--- config.mk ---
export PLATFORM = sky130hd
export DESIGN_NAME = rcl_ref_ctrl
export DESIGN_NICKNAME = d
export VERILOG_FILES = /design/src/core/rcl_pkg.sv /design/src/core/rcl_ref_ctrl.sv /design/src/core/rcl_sync.sv
export SDC_FILE = /design/constraint.sdc
export NUM_CORES = 1
export LEC_CHECK = 0
export ABC_AREA = 1
export BUFFER_PORTS_ARGS = -buffer_cell sky130_fd_sc_hd__buf_2
export CAP_MARGIN = 10
export CORE_MARGIN = 2
export CORE_UTILIZATION = 38
export DETAILED_ROUTE_END_ITERATION = 10
export GPL_TIMING_DRIVEN = 1
export SETUP_SLACK_MARGIN = 0.3
export SYNTH_ARGS = -nofsm -noshare
export SYNTH_HDL_FRONTEND = slang
export SYNTH_SLANG_ARGS = --single-unit
--- constraint.sdc ---
create_clock -name aclk -period 1.82 [get_ports aclk]
set_input_delay 0.546 -clock aclk [delete_from_list [all_inputs] [get_ports aclk]]
set_output_delay 0.546 -clock aclk [all_outputs]
set_load 0.005 [all_outputs]
--- src/core/rcl_pkg.sv ---
// Purpose: shared constants and types for the reference-control register bank
// Assumes: 32-bit AXI4-Lite, 12-bit byte address, registers at four times their index
// Notes: register width is 8 bits, upper bus bits read as zero
package rcl_pkg;
  localparam int ADDR_W = 12;
  localparam int REG_W = 8;
  // register indices; byte address is index times four
  localparam logic [9:0] IDX_STATUS_SEL = 10'h017;
  localparam logic [9:0] IDX_REF_CTRL = 10'h01C;
  localparam logic [9:0] IDX_PLL_READBACK = 10'h01F;
  localparam logic [11:0] ADR_STATUS_SEL = {IDX_STATUS_SEL, 2'b00};
  localparam logic [11:0] ADR_REF_CTRL = {IDX_REF_CTRL, 2'b00};
  localparam logic [11:0] ADR_PLL_READBACK = {IDX_PLL_READBACK, 2'b00};
  // reference control fields
  localparam int BIT_DIFF_MODE = 0;
  localparam int BIT_READBACK_OFF = 4;
  localparam int BIT_DOUBLER = 5;
  localparam int BIT_CRYSTAL = 6;
  localparam int BIT_EEPROM_PIN = 7;
  // status select field [7:2]
  localparam int SEL_LSB = 2;
  localparam int SEL_W = 6;
  localparam int NUM_SRC = 64;
  // reset values
  localparam logic [7:0] RST_STATUS_SEL = 8'h00;
  localparam logic [7:0] RST_REF_CTRL = 8'h00;
  localparam logic [7:0] RST_READBACK = 8'h00;
  localparam logic [1:0] RESP_OKAY = 2'b00;
  localparam logic [1:0] RESP_SLVERR = 2'b10;

  typedef struct packed {
    logic aw_rdy;
    logic w_rdy;
    logic aw_have;
    logic w_have;
    logic [11:0] waddr;
    logic [7:0] wdata;
    logic wlane;
    logic bvalid;
    logic [1:0] bresp;
    logic ar_rdy;
    logic rvalid;
    logic [1:0] rresp;
    logic [31:0] rdata;
    logic [7:0] sel_reg;
    logic [7:0] ctl_reg;
    logic [7:0] readback;
    logic status_pin;
    logic diff_mode;
    logic crystal_amp_enable;
    logic doubler_enable;
  } rcl_state_t;

  typedef struct packed {
    logic diff_mode;
    logic crystal_amp_enable;
    logic doubler_enable;
  } rcl_ref_out_t;
endpackage

--- src/core/rcl_ref_ctrl.sv ---
// Purpose: AXI4-Lite register bank for the reference path and status pin control
// Assumes: one write and one read outstanding at most; pins synchronised inside
// Notes: every output comes from a flip-flop
//
// Added by the designer: the AXI4-Lite interface to the registers.
`timescale 1ns/100ps
`default_nettype none
module rcl_ref_ctrl import rcl_pkg::*; (
  // clock and reset
  input wire logic aclk,
  input wire logic aresetn,
  // axi4-lite write
  input wire logic [ADDR_W-1:0] s_axi_awaddr,
  input wire logic s_axi_awvalid,
  output logic s_axi_awready,
  input wire logic [31:0] s_axi_wdata,
  input wire logic [3:0] s_axi_wstrb,
  input wire logic s_axi_wvalid,
  output logic s_axi_wready,
  output logic [1:0] s_axi_bresp,
  output logic s_axi_bvalid,
  input wire logic s_axi_bready,
  // axi4-lite read
  input wire logic [ADDR_W-1:0] s_axi_araddr,
  input wire logic s_axi_arvalid,
  output logic s_axi_arready,
  output logic [31:0] s_axi_rdata,
  output logic [1:0] s_axi_rresp,
  output logic s_axi_rvalid,
  input wire logic s_axi_rready,
  // status pin sources and pll status, asynchronous
  input wire logic [NUM_SRC-1:0] status_src,
  input wire logic eeprom_status,
  input wire logic [REG_W-1:0] pll_status,
  // analog controls and status pin
  output rcl_ref_out_t ref_out,
  output logic status_pin
);
  rcl_state_t st;
  rcl_state_t next_st;
  logic [NUM_SRC-1:0] src_s;
  logic eeprom_s;
  logic [REG_W-1:0] pll_s;

  // one wide synchroniser keeps every pin on the same latency, so pin and readback checks line up
  rcl_sync #(.W(NUM_SRC + 1 + REG_W)) u_sync (
    .aclk(aclk),
    .aresetn(aresetn),
    .pin({status_src, eeprom_status, pll_status}),
    .settled({src_s, eeprom_s, pll_s})
  );

  always_comb begin
    next_st = st;
    // write address and data taken in either order
    if (s_axi_awvalid && st.aw_rdy) begin
      next_st.aw_have = 1'b1;
      next_st.waddr = s_axi_awaddr;
    end
    if (s_axi_wvalid && st.w_rdy) begin
      next_st.w_have = 1'b1;
      next_st.wdata = s_axi_wdata[7:0];
      next_st.wlane = s_axi_wstrb[0];
    end
    if (st.bvalid && s_axi_bready) begin
      next_st.bvalid = 1'b0;
    end
    if (st.aw_have && st.w_have && !st.bvalid) begin
      next_st.aw_have = 1'b0;
      next_st.w_have = 1'b0;
      next_st.bvalid = 1'b1;
      next_st.bresp = RESP_OKAY;
      case (st.waddr)
        ADR_STATUS_SEL: begin
          if (st.wlane) begin
            next_st.sel_reg = st.wdata;
          end
        end
        // bits [2:1] stored as written; software keeps them clear in differential mode
        ADR_REF_CTRL: begin
          if (st.wlane) begin
            next_st.ctl_reg = st.wdata;
          end
        end
        // readback register is read-only; writes are accepted and dropped
        ADR_PLL_READBACK: next_st.bresp = RESP_OKAY;
        default: next_st.bresp = RESP_SLVERR;
      endcase
    end
    next_st.aw_rdy = !next_st.aw_have && !next_st.bvalid;
    next_st.w_rdy = !next_st.w_have && !next_st.bvalid;
    // read channel
    if (st.rvalid && s_axi_rready) begin
      next_st.rvalid = 1'b0;
    end
    if (s_axi_arvalid && st.ar_rdy) begin
      next_st.rvalid = 1'b1;
      next_st.rresp = RESP_OKAY;
      case (s_axi_araddr)
        ADR_STATUS_SEL: next_st.rdata = {24'h00_0000, st.sel_reg};
        ADR_REF_CTRL: next_st.rdata = {24'h00_0000, st.ctl_reg};
        ADR_PLL_READBACK: next_st.rdata = {24'h00_0000, st.readback};
        default: begin
          next_st.rdata = 32'h0000_0000;
          next_st.rresp = RESP_SLVERR;
        end
      endcase
    end
    next_st.ar_rdy = !next_st.rvalid;
    // frozen readback keeps its last capture for software
    if (!st.ctl_reg[BIT_READBACK_OFF]) begin
      next_st.readback = pll_s;
    end
    if (st.ctl_reg[BIT_EEPROM_PIN]) begin
      next_st.status_pin = eeprom_s;
    end else begin
      next_st.status_pin = src_s[st.sel_reg[SEL_LSB +: SEL_W]];
    end
    next_st.diff_mode = st.ctl_reg[BIT_DIFF_MODE];
    next_st.crystal_amp_enable = st.ctl_reg[BIT_CRYSTAL];
    next_st.doubler_enable = st.ctl_reg[BIT_DOUBLER];
  end

  always_ff @(posedge aclk) begin
    if (!aresetn) begin
      st <= '0;
      st.aw_rdy <= 1'b1;
      st.w_rdy <= 1'b1;
      st.ar_rdy <= 1'b1;
      st.sel_reg <= RST_STATUS_SEL;
      st.ctl_reg <= RST_REF_CTRL;
      st.readback <= RST_READBACK;
    end else begin
      st <= next_st;
    end
  end

  assign s_axi_awready = st.aw_rdy;
  assign s_axi_wready = st.w_rdy;
  assign s_axi_bvalid = st.bvalid;
  assign s_axi_bresp = st.bresp;
  assign s_axi_arready = st.ar_rdy;
  assign s_axi_rvalid = st.rvalid;
  assign s_axi_rresp = st.rresp;
  assign s_axi_rdata = st.rdata;
  assign status_pin = st.status_pin;
  assign ref_out.diff_mode = st.diff_mode;
  assign ref_out.crystal_amp_enable = st.crystal_amp_enable;
  assign ref_out.doubler_enable = st.doubler_enable;
endmodule // rcl_ref_ctrl
`default_nettype wire

--- src/core/rcl_sync.sv ---
// Purpose: three-stage synchroniser for a vector of pin inputs
// Assumes: inputs asynchronous to aclk
// Notes: a bit changes only once stages two and three agree
`timescale 1ns/100ps
`default_nettype none
module rcl_sync import rcl_pkg::*; #(
  parameter int W = 8
) (
  // clock and reset
  input wire logic aclk,
  input wire logic aresetn,
  // pins and settled value
  input wire logic [W-1:0] pin,
  output logic [W-1:0] settled
);
  logic [W-1:0] s1;
  logic [W-1:0] s2;
  logic [W-1:0] s3;
  genvar i;
  generate
    for (i = 0; i < W; i++) begin : g_bit
      always_ff @(posedge aclk) begin
        if (!aresetn) begin
          s1[i] <= 1'b0;
          s2[i] <= 1'b0;
          s3[i] <= 1'b0;
          settled[i] <= 1'b0;
        end else begin
          s1[i] <= pin[i];
          s2[i] <= s1[i];
          s3[i] <= s2[i];
          // s1 feeds only s2; filter looks at s2 and s3
          if (s2[i] == s3[i]) begin
            settled[i] <= s3[i];
          end
        end
      end
    end
  endgenerate
endmodule // rcl_sync
`default_nettype wire

---- Yosys cells after proc, flatten, opt, wreduce, memory -nomap -nowiden ----
Cells that the tools add are included.
storage, ports and cells
  register bits ........................... 384
  word-level logic and storage cells ...... 423
  output and inout port bits .............. 45
cells by class
  reductions and logical operators ........ 18
  magnitude comparators ................... 1
  eq/ne operators ......................... 79
  multiplexer cells ....................... 13
operator list
  kind                                                         number
  equality test 1 bit                                          73
  equality test 12 x 7 -> 1 bit (second input constant)        6
  2-to-1 mux 35 bit                                            1
  case mux 8 bit (3 select lines)                              1
  logical AND 1 bit                                            9
  less-than comparator 6 x 7 -> 1 bit (second input constant)  1
  binary-select mux 1 bit (select 6 bit)                       1
  2-to-1 mux 1 bit                                             6
  2-to-1 mux 2 bit                                             3
  AND reduction 3 bit                                          2
  OR reduction 3 bit                                           2
  zero test 1 bit                                              5
  2-to-1 mux 3 bit                                             1

---- Depth between registers and ports, before layout ----
Gate-level depths: netlist of the first run.
  depth after elaboration ................. 6
  mapped depth ............................ 13
  gate-level depth less buffers ........... 11

---- Modules after synthesis ----
A second synthesis of the first run with hierarchy kept.
second synthesis, totals
  cells, all modules ...................... 1489
  area total of the unflattened synthesis .. 12180.4 µm²
by module, submodules not included
  module        cells an instance  instances  seq. area each (µm²)  area each (µm²)
  rcl_sync      981                1          5845.6                8670.8
  rcl_ref_ctrl  508                1          1321.3                3509.6

---- Worst setup path after synthesis of the first run ----
Ideal clock, no wire load.
  kind .................................... input-to-reg
  from .................................... input s_axi_araddr[11]
  to ...................................... register st (netlist bit s_axi_rdata[0])
  cell stages on the path ................. 7
  data required time ...................... 1.749 ns
  arrival ................................. 1.481 ns
  setup time .............................. 0.071 ns
  setup slack ............................. 0.268 ns
  buffers on the path ..................... 0
  path through ............................ nor2_2 > nand2_2 > nor3_2 > nand2_1 > o211ai_1 > nand2_1 > a21oi_2
on the way
  longest elaborated chain between the ends .. 2
  elaborated cells between the ends (all ways) .. 4
  classes of those cells .................. eq/ne (3); mux (1)
ends and longest elaborated chain
  what                                 line                 source
  start: declaration                   rcl_ref_ctrl.sv:24   input wire logic [ADDR_W-1:0] s_axi_araddr,
  equality test 12 x 7 -> 1 bit        rcl_ref_ctrl.sv:99   case (s_axi_araddr)
  case mux 8 bit (3 select lines) (*)  rcl_ref_ctrl.sv:99
  end signal: assignment               rcl_ref_ctrl.sv:134  st <= next_st;
  end: declaration                     rcl_ref_ctrl.sv:39   rcl_state_t st;
Mark *: on every way between the ends. The rest lies on a longest branch, timed or not.
A chain may end at the register's enable or synchronous reset.

---- Worst setup path in the final report of the first run ----
  from .................................... register st (netlist bit s_axi_rdata[5])
  to ...................................... output s_axi_rdata[5]
RTL lines
  what              line                source
  end: declaration  rcl_ref_ctrl.sv:27  output logic [31:0] s_axi_rdata,
No word-level cell between the ends.

==> results.md, run 1 <==
* Yosys warns at 0
* R2R Setup Slk at 0.39 ns
* Via/cell ratio at 4.36
* Max rail drop VDD at 578 µV
* Worst Path Arrival at 0.96 ns
* Max-slew violations at 0
* Pwr dens at 1130 mW/mm²
* Final setup skew at 0.0165 ns
* Die H at 183 µm
* Drt wl/cell at 11.2 µm
* Outcome: completed
* WL final at 23,000 µm
* Reg2reg path depth at 12
* Pin count of the biggest net entering global routing at 81
* Crit-path max FO at 2
* Rows at 65
* Synth unique cells at 29
* Total GRT Usage at 13.5%
* Seq pwr share at 49.7%
* Initial antenna violation count at 0
* Grt met2 use at 22.0%
* Slowest stage cell, crit path: dfxtp_2
* Comb power frac at 4.1%
* Synth Instances at 1,489
* Antenna Diode Count at 0
* Vias in the first global route at 8,160
* Crit. Startpoint: s_axi_rdata[5]
* Final net count at 1,765
* Primary FF master, synth: dfxtp_1
* Vias at 8,959
* M3 GR Usage at 2.69%
* Max-cap violations at 0
* CP Depth at 1
* Crit-path leading delay family: flip-flops
* DP Wirelength at 15,000 µm
* Crit path launch type: flop
* Pleak at 7.44 nW
* Switching pwr at 0.00352 W
* Die ar. at 0.0333 mm²
* Critical R2R Capture: status_pin
* Drt drc at 0
* Cell chosen for the clock root: clkbuf_16
* Worst path buffer plus inverter count at 1
* Yosys reg bits at 358
* Final hold violation count at 0
* Area grow syn2layout at 20.9%
* Reg clk slew, reported paths at 0.06 ns
* Crit Path Category: reg2out
* WP data required at 1.27 ns
* RSZ-0062 raised after global routing: yes
* Maximum root-to-sink buffer count at 3
* Global route hottest layer: met2
* Worst min-delay path class: in2reg
* Setup violators final at 0
* Port bufs at 131
* Antenna Nets Post-Route at 0
* Starting Density at 38.5%
* Worst-path cell chain: buf_2
* Post-synth EDFFs at 0
* Max Fclk at 0.664 GHz
* Most common cell after layout, fill and taps aside: dfxtp_1
* Syn Area/Cell at 8.13 µm²
* Worst r2r src: st[22]
* First-pass GRT wire length at 37,700 µm
* H-tree depth at 2
* Capture point of the critical path: s_axi_rdata[5]
* Power, Total at 0.0165 W
* DIE WIDTH at 183 µm
* Worst path max stage delay at 0.32 ns
* Worst-Skew Late Latency at 0.52 ns
* Core area at 0.0315 mm²
* Commonest cells after routing, fill and taps aside: 340 x dfxtp_1, 337 x nand2_1, 250 x inv_1
* Final period utilization at 82.8%
* Share of cells above drive strength 1 at 16.7%
* CTS tree: done
* Final Util at 46.5%
* Gpl congestion at 0.775
* Tmin final at 1.51 ns
* GRT met1 Usage at 17.9%
* Critical Path Sink Type: output port
* I/O pin cnt at 185
* CTS Buf Count at 38
* Fin Setup TNS at 0 ns
* Final instance area at 0.0146 mm²
* Initial DRC count at 552
* TritonRoute pass-1 iters at 5
* Sw frac at 21.3%
* Sequential share of the synthesized area at 59.2%
* GRT overflow at 0
* Ys async rst share at 0%
* CTS Sinks at 358
* Area after DPL at 0.0132 mm²
* Syn Std Cell Area at 0.0121 mm²
* Clock power frac at 46.2%
* Power Internal at 0.0130 W
## Yosys cell counts, types with 2 or more instances
master / instances / area share, %
o211ai_1: 8 / 0.50
a21oi_1: 98 / 4.0
nand2_1: 339 / 11
nand3_1: 64 / 2.6
nor2_2: 2 / 0.10
inv_2: 3 / 0.093
buf_4: 43 / 2.7
a211oi_2: 2 / 0.21
dfxtp_1: 358 / 59
buf_2: 18 / 0.74
a211oi_1: 6 / 0.37
nand4_1: 4 / 0.21
nor3_1: 2 / 0.083
clkbuf_1: 33 / 1.0
nor2_1: 126 / 3.9
nor3_2: 2 / 0.17
o21ai_0: 111 / 4.6
clkinv_1: 2 / 0.062
a21oi_2: 8 / 0.58
inv_1: 251 / 7.8
## area by class of cell
cell class	instances	area [µm²]
timing repair buffer	166	1100
inverter	257	982
clock buffer	55	1140
tap	402	503
fill	3114	16800
multi-input combinational	804	3580
sequential	358	7190
clock inverter	12	145
## sequential cells by signal (all words and copies together), names as in the netlist, 3 cells and up
| register | cells |
|---|---|
| u_sync.s1 | 73 |
| u_sync.s2 | 73 |
| u_sync.s3 | 73 |
| u_sync.settled | 73 |
| st | 44 |
| s_axi_rdata | 8 |
| next_st | 3 |
| ref_out | 3 |
## how the worst min path moves through the flow
stage | startpoint | to | slack, ns | depth (start not counted)
after floorplan | u_sync.s1[0] | u_sync.s2[0] | 0.39 | 2
after CTS | status_src[21] | u_sync.s1[30] | 0.18 | 3
final | status_src[31] | u_sync.s1[40] | 0.20 | 3
after detailed placement | u_sync.s1[18] | u_sync.s2[18] | 0.40 | 2
after global routing | status_src[21] | u_sync.s1[30] | 0.20 | 3
after global placement | u_sync.s1[66] | u_sync.s2[66] | 0.39 | 2
## layer usage
| layer | wire (µm) | vias up |
|---|---|---|
| met3 | 1090 | 35 |
| met4 | 416 | 0 |
| met2 | 10400 | 183 |
| met1 | 11100 | 3985 |
| li1 | - | 4756 |
| met5 | 0 | - |
## stage by stage
step | setup WS [ns] | cells | hold slack (ns)
6_report | 0.314 | 2054 | 0.205
5_1_grt | 0.258 | 2054 | 0.196
4_1_cts | 0.282 | 2050 | 0.181
3_5_place_dp | 0.0451 | 1983 | 0.397
3_3_place_gp | 0.0697 | 1983 | 0.395
2_1_floorplan | 0.301 | 1514 | 0.390
## kinds of logic after synthesis
logic type / share of synthesized area [%]
flops: 59.2
other cells: 0.0310
compound gates: 10.4
buf+inv: 12.5
simple gates: 17.9
## worst min-delay path, stage by stage
cell,delay (ns)
buf_2,0.07
nand2_1,0.04
inv_1,0.04
## power groups by stage
stage          clock (W)  sequential [W]  combinational [W]
2_1_floorplan          0         0.00836           0.000452
3_3_place_gp           0         0.00838           0.000660
3_5_place_dp           0         0.00839           0.000674
4_1_cts          0.00788         0.00822           0.000679
5_1_grt          0.00821         0.00824           0.000786
6_report         0.00765         0.00822           0.000675
## what timing repair did
item / 4_1_cts / 5_1_grt
hold buffers: 0 / 0
resized for setup: 15 / 26
gates cloned: 0 / 2
hold endpoints to repair: 0 / 0
buffers inserted: 0 / 2
pin swaps: 0 / 3
endpoints found under the setup margin: 14 / 30
(Power assumes the default switching activity.)
==> run 2: changes to the inputs <==
- ABC_AREA: 1 -> 0
- clock period: 1.82 -> 1.4 ns (I/O delays scaled with it)
==> run 2 against run 1 <==
Effect of this change:
- utilization grew 1.6 points
- setup slack got worse by 0.64 ns
- the run now ends with setup timing left
- final cell count fell by 16%
- via count down 12%
- largest cell class unchanged
==> results.md, run 2 <==
* Outcome: finished, violations left (was completed)
* Failing checks: setup timing
* Yosys reg bits at 358 (unchanged)
* GRT overflow at 0 (unchanged)
* First-pass GRT wire length at 36,900 µm (was 37,700 µm)
* WL final at 22,900 µm (was 23,000 µm)
* Power Internal at 0.0167 W (was 0.0130 W)
* Syn Std Cell Area at 0.0116 mm² (was 0.0121 mm²)
* Worst Path Arrival at 2.11 ns (was 0.96 ns)
* Final net count at 1,450 (was 1,765)
* Syn Area/Cell at 10.3 µm² (was 8.13 µm²)
* Die H at 179 µm (was 183 µm)
* WP data required at 1.79 ns (was 1.27 ns)
* CTS Buf Count at 37 (was 38)
* Sw frac at 20.4% (was 21.3%)
* DIE WIDTH at 179 µm (was 183 µm)
* Reg clk slew, reported paths at 0.06 ns (about the same)
* Drt drc at 0 (unchanged)
* Antenna Diode Count at 0 (unchanged)
* Comb power frac at 3.9% (was 4.1%)
* Crit path launch type: flop (unchanged)
* Via/cell ratio at 4.55 (was 4.36)
* Final setup skew at 0.0148 ns (was 0.0165 ns)
* I/O pin cnt at 185 (unchanged)
* Setup violators final at 19 (was 0)
* Area grow syn2layout at 25.6% (was 20.9%)
* PnR worst setup slack at -0.322 ns (was 0.314 ns)
* Max rail drop VDD at 811 µV (was 578 µV)
* Max Fclk at 0.581 GHz
* Tmin final at 1.72 ns
* Crit Path Category: reg2reg (was reg2out)
* Critical Path Sink Type: flop (was output port)
* Final hold violation count at 0 (unchanged)
* TritonRoute pass-1 iters at 5 (unchanged)
* Most common cell after layout, fill and taps aside: dfxtp_1 (unchanged)
* Drt wl/cell at 13.3 µm (was 11.2 µm)
* Final std cells w/o fill at 1,730 (was 2,054)
* Synth Instances at 1,125 (was 1,489)
* Cell chosen for the clock root: clkbuf_16 (unchanged)
* Core area at 0.0303 mm² (was 0.0315 mm²)
* Starting Density at 38.3% (was 38.5%)
* Vias at 7,863 (was 8,959)
* R2R Setup Slk at -0.32 ns (was 0.39 ns)
* Post-synth EDFFs at 0 (unchanged)
* Antenna Nets Post-Route at 0 (unchanged)
* Rows at 64 (was 65)
* Share of cells above drive strength 1 at 24.7% (was 16.7%)
* Worst min-delay path class: in2reg (unchanged)
* Seq pwr share at 50.7% (was 49.7%)
* Switching pwr at 0.00430 W (was 0.00352 W)
* Total GRT Usage at 14.4% (was 13.5%)
* Crit-path max FO at 5 (was 2)
* Multi-input gate area at 0.00418 mm² (was 0.00358 mm²)
* Reg area at 0.00720 mm² (was 0.00719 mm²)
* Yosys warns at 0 (unchanged)
* Port bufs at 131 (unchanged)
* Gpl congestion at 0.789 (was 0.775)
* Max-cap violations at 0 (unchanged)
* Fin Setup TNS at -4.08 ns (was 0 ns)
* Synth unique cells at 39 (was 29)
* Vias in the first global route at 7,543 (was 8,160)
* CTS Sinks at 358 (unchanged)
* Final period utilization at 123%
* Pin count of the biggest net entering global routing at 53 (was 81)
* Maximum root-to-sink buffer count at 3 (unchanged)
* Ys async rst share at 0% (unchanged)
* Primary FF master, synth: dfxtp_1 (unchanged)
* CTS tree: done (unchanged)
* Top-count cell post-synth: dfxtp_1 (unchanged)
* Pleak at 5.90 nW (was 7.44 nW)
* Synth area leader: dfxtp_1 (unchanged)
* Placed cell count at 1,659 (was 1,983)
* Initial antenna violation count at 0 (unchanged)
* DP Wirelength at 15,700 µm (was 15,000 µm)
* Fill cell count at 2,824 (was 3,114)
* Yosys top cell area share at 61.6% (was 59.2%)
* Initial DRC count at 492 (was 552)
* Clock power frac at 45.4% (was 46.2%)
* RSZ-0062 raised after global routing: yes (unchanged)
* Max-slew violations at 0 (unchanged)
* H-tree depth at 2 (unchanged)
* Pwr dens at 1440 mW/mm² (was 1130 mW/mm²)
* Most frequent cells after synthesis: 358 x dfxtp_1, 226 x and2_1, 132 x nand2_1 (was 358 x dfxtp_1, 339 x nand2_1, 251 x inv_1)
* Commonest cells after routing, fill and taps aside: 337 x dfxtp_1, 226 x and2_1, 132 x nand2_1 (was 340 x dfxtp_1, 337 x nand2_1, 250 x inv_1)
* Largest cells by area after synthesis: dfxtp_1 62%, and2_1 12%, a21oi_1 4.3% (was dfxtp_1 59%, nand2_1 11%, inv_1 7.8%)
* Worst-Skew Late Latency at 0.51 ns (was 0.52 ns)
* Sequential share of the synthesized area at 61.6% (was 59.2%)
* Die ar. at 0.0320 mm² (was 0.0333 mm²)
==> run 2: cell types whose count changed after synthesis, sizes merged, moves of 7 or more <==
cell	previous run	this run
mux2i	0	24
o211ai	8	0
clkbuf	33	42
nor2	128	41
mux4	0	12
a222oi	0	8
o21ai	111	82
nand2	340	132
a21oi	106	99
and2	0	226
inv	255	5
nand3	65	2
buf	62	48
==> run 2: logic make-up after synthesis <==
group | share of synthesized area, %
other cells | 0.0322
simple gates | 19.3
buf+inv | 4.52
flops | 61.6
mux | 4.97
compound gates | 9.58
==> run 2: per-layer routing <==
layer	share of wire, %	vias up	routed length (µm)	GRT usage [%]
met3	5.5	44	1260	2.84
met4	1.9	0	444	3.93
met5	0	-	0	0
li1	-	4020	-	-
met1	47	3612	10700	19.0
met2	46	187	10500	23.8
==> run 2: worst paths after layout <==
path,startpoint,to,depth (start not counted)
worst min-delay path,status_src[46],u_sync.s1[55],2
worst min register to register,u_sync.s1[36],u_sync.s2[36],1
worst max register to register,st[22],status_pin,6
worst max-delay path,st[22],status_pin,6
==> run 2: power by group through the flow <==
stage / clock [W] / combinational (W) / sequential (W)
2_1_floorplan: 0 / 0.000507 / 0.0108
3_3_place_gp: 0 / 0.000777 / 0.0109
3_5_place_dp: 0 / 0.000789 / 0.0109
4_1_cts: 0.00982 / 0.000816 / 0.0107
5_1_grt: 0.0102 / 0.000934 / 0.0107
6_report: 0.00955 / 0.000823 / 0.0107
==> run 2: worst max-delay path, cell delays in order (launching register included) <==
cell,delay [ns]
dfxtp_4,0.39
buf_6,0.11
mux4_2,0.51
a22oi_2,0.17
nand2_1,0.08
a211oi_2,0.26
o41ai_2,0.09
==> run 2: repair_timing <==
action | CTS | global route
pin swaps | 15 | 15
setup buffers | 4 | 4
resized for setup | 44 | 27
hold buffers | 0 | 0
endpoints found under the hold margin | 0 | 0
endpoints found under the setup margin | 47 | 52
==> run 2: per-stage QoR <==
stage          utilization (%)  worst slack [ns]  hold WS (ns)  power (W)  area [µm²]
6_report                  48.1            -0.322         0.114     0.0210       14600
5_1_grt                   48.1            -0.394         0.100     0.0219       14600
4_1_cts                   47.6            -0.284        0.0953     0.0213       14400
3_5_place_dp              43.1            -0.419         0.418     0.0117       13100
3_3_place_gp              43.1            -0.377         0.415     0.0117       13100
2_1_floorplan                -            -0.203         0.412     0.0113       11900
==> run 2: final cells by class <==
cell class	instances	area share [%]
Clock buffer	54	7.55
Tap cell	396	3.39
Sequential cell	358	49.3
Inverter	6	0.188
Timing Repair Buffer	211	10.3
Clock inverter	9	0.677
Multi-Input combinational cell	696	28.6
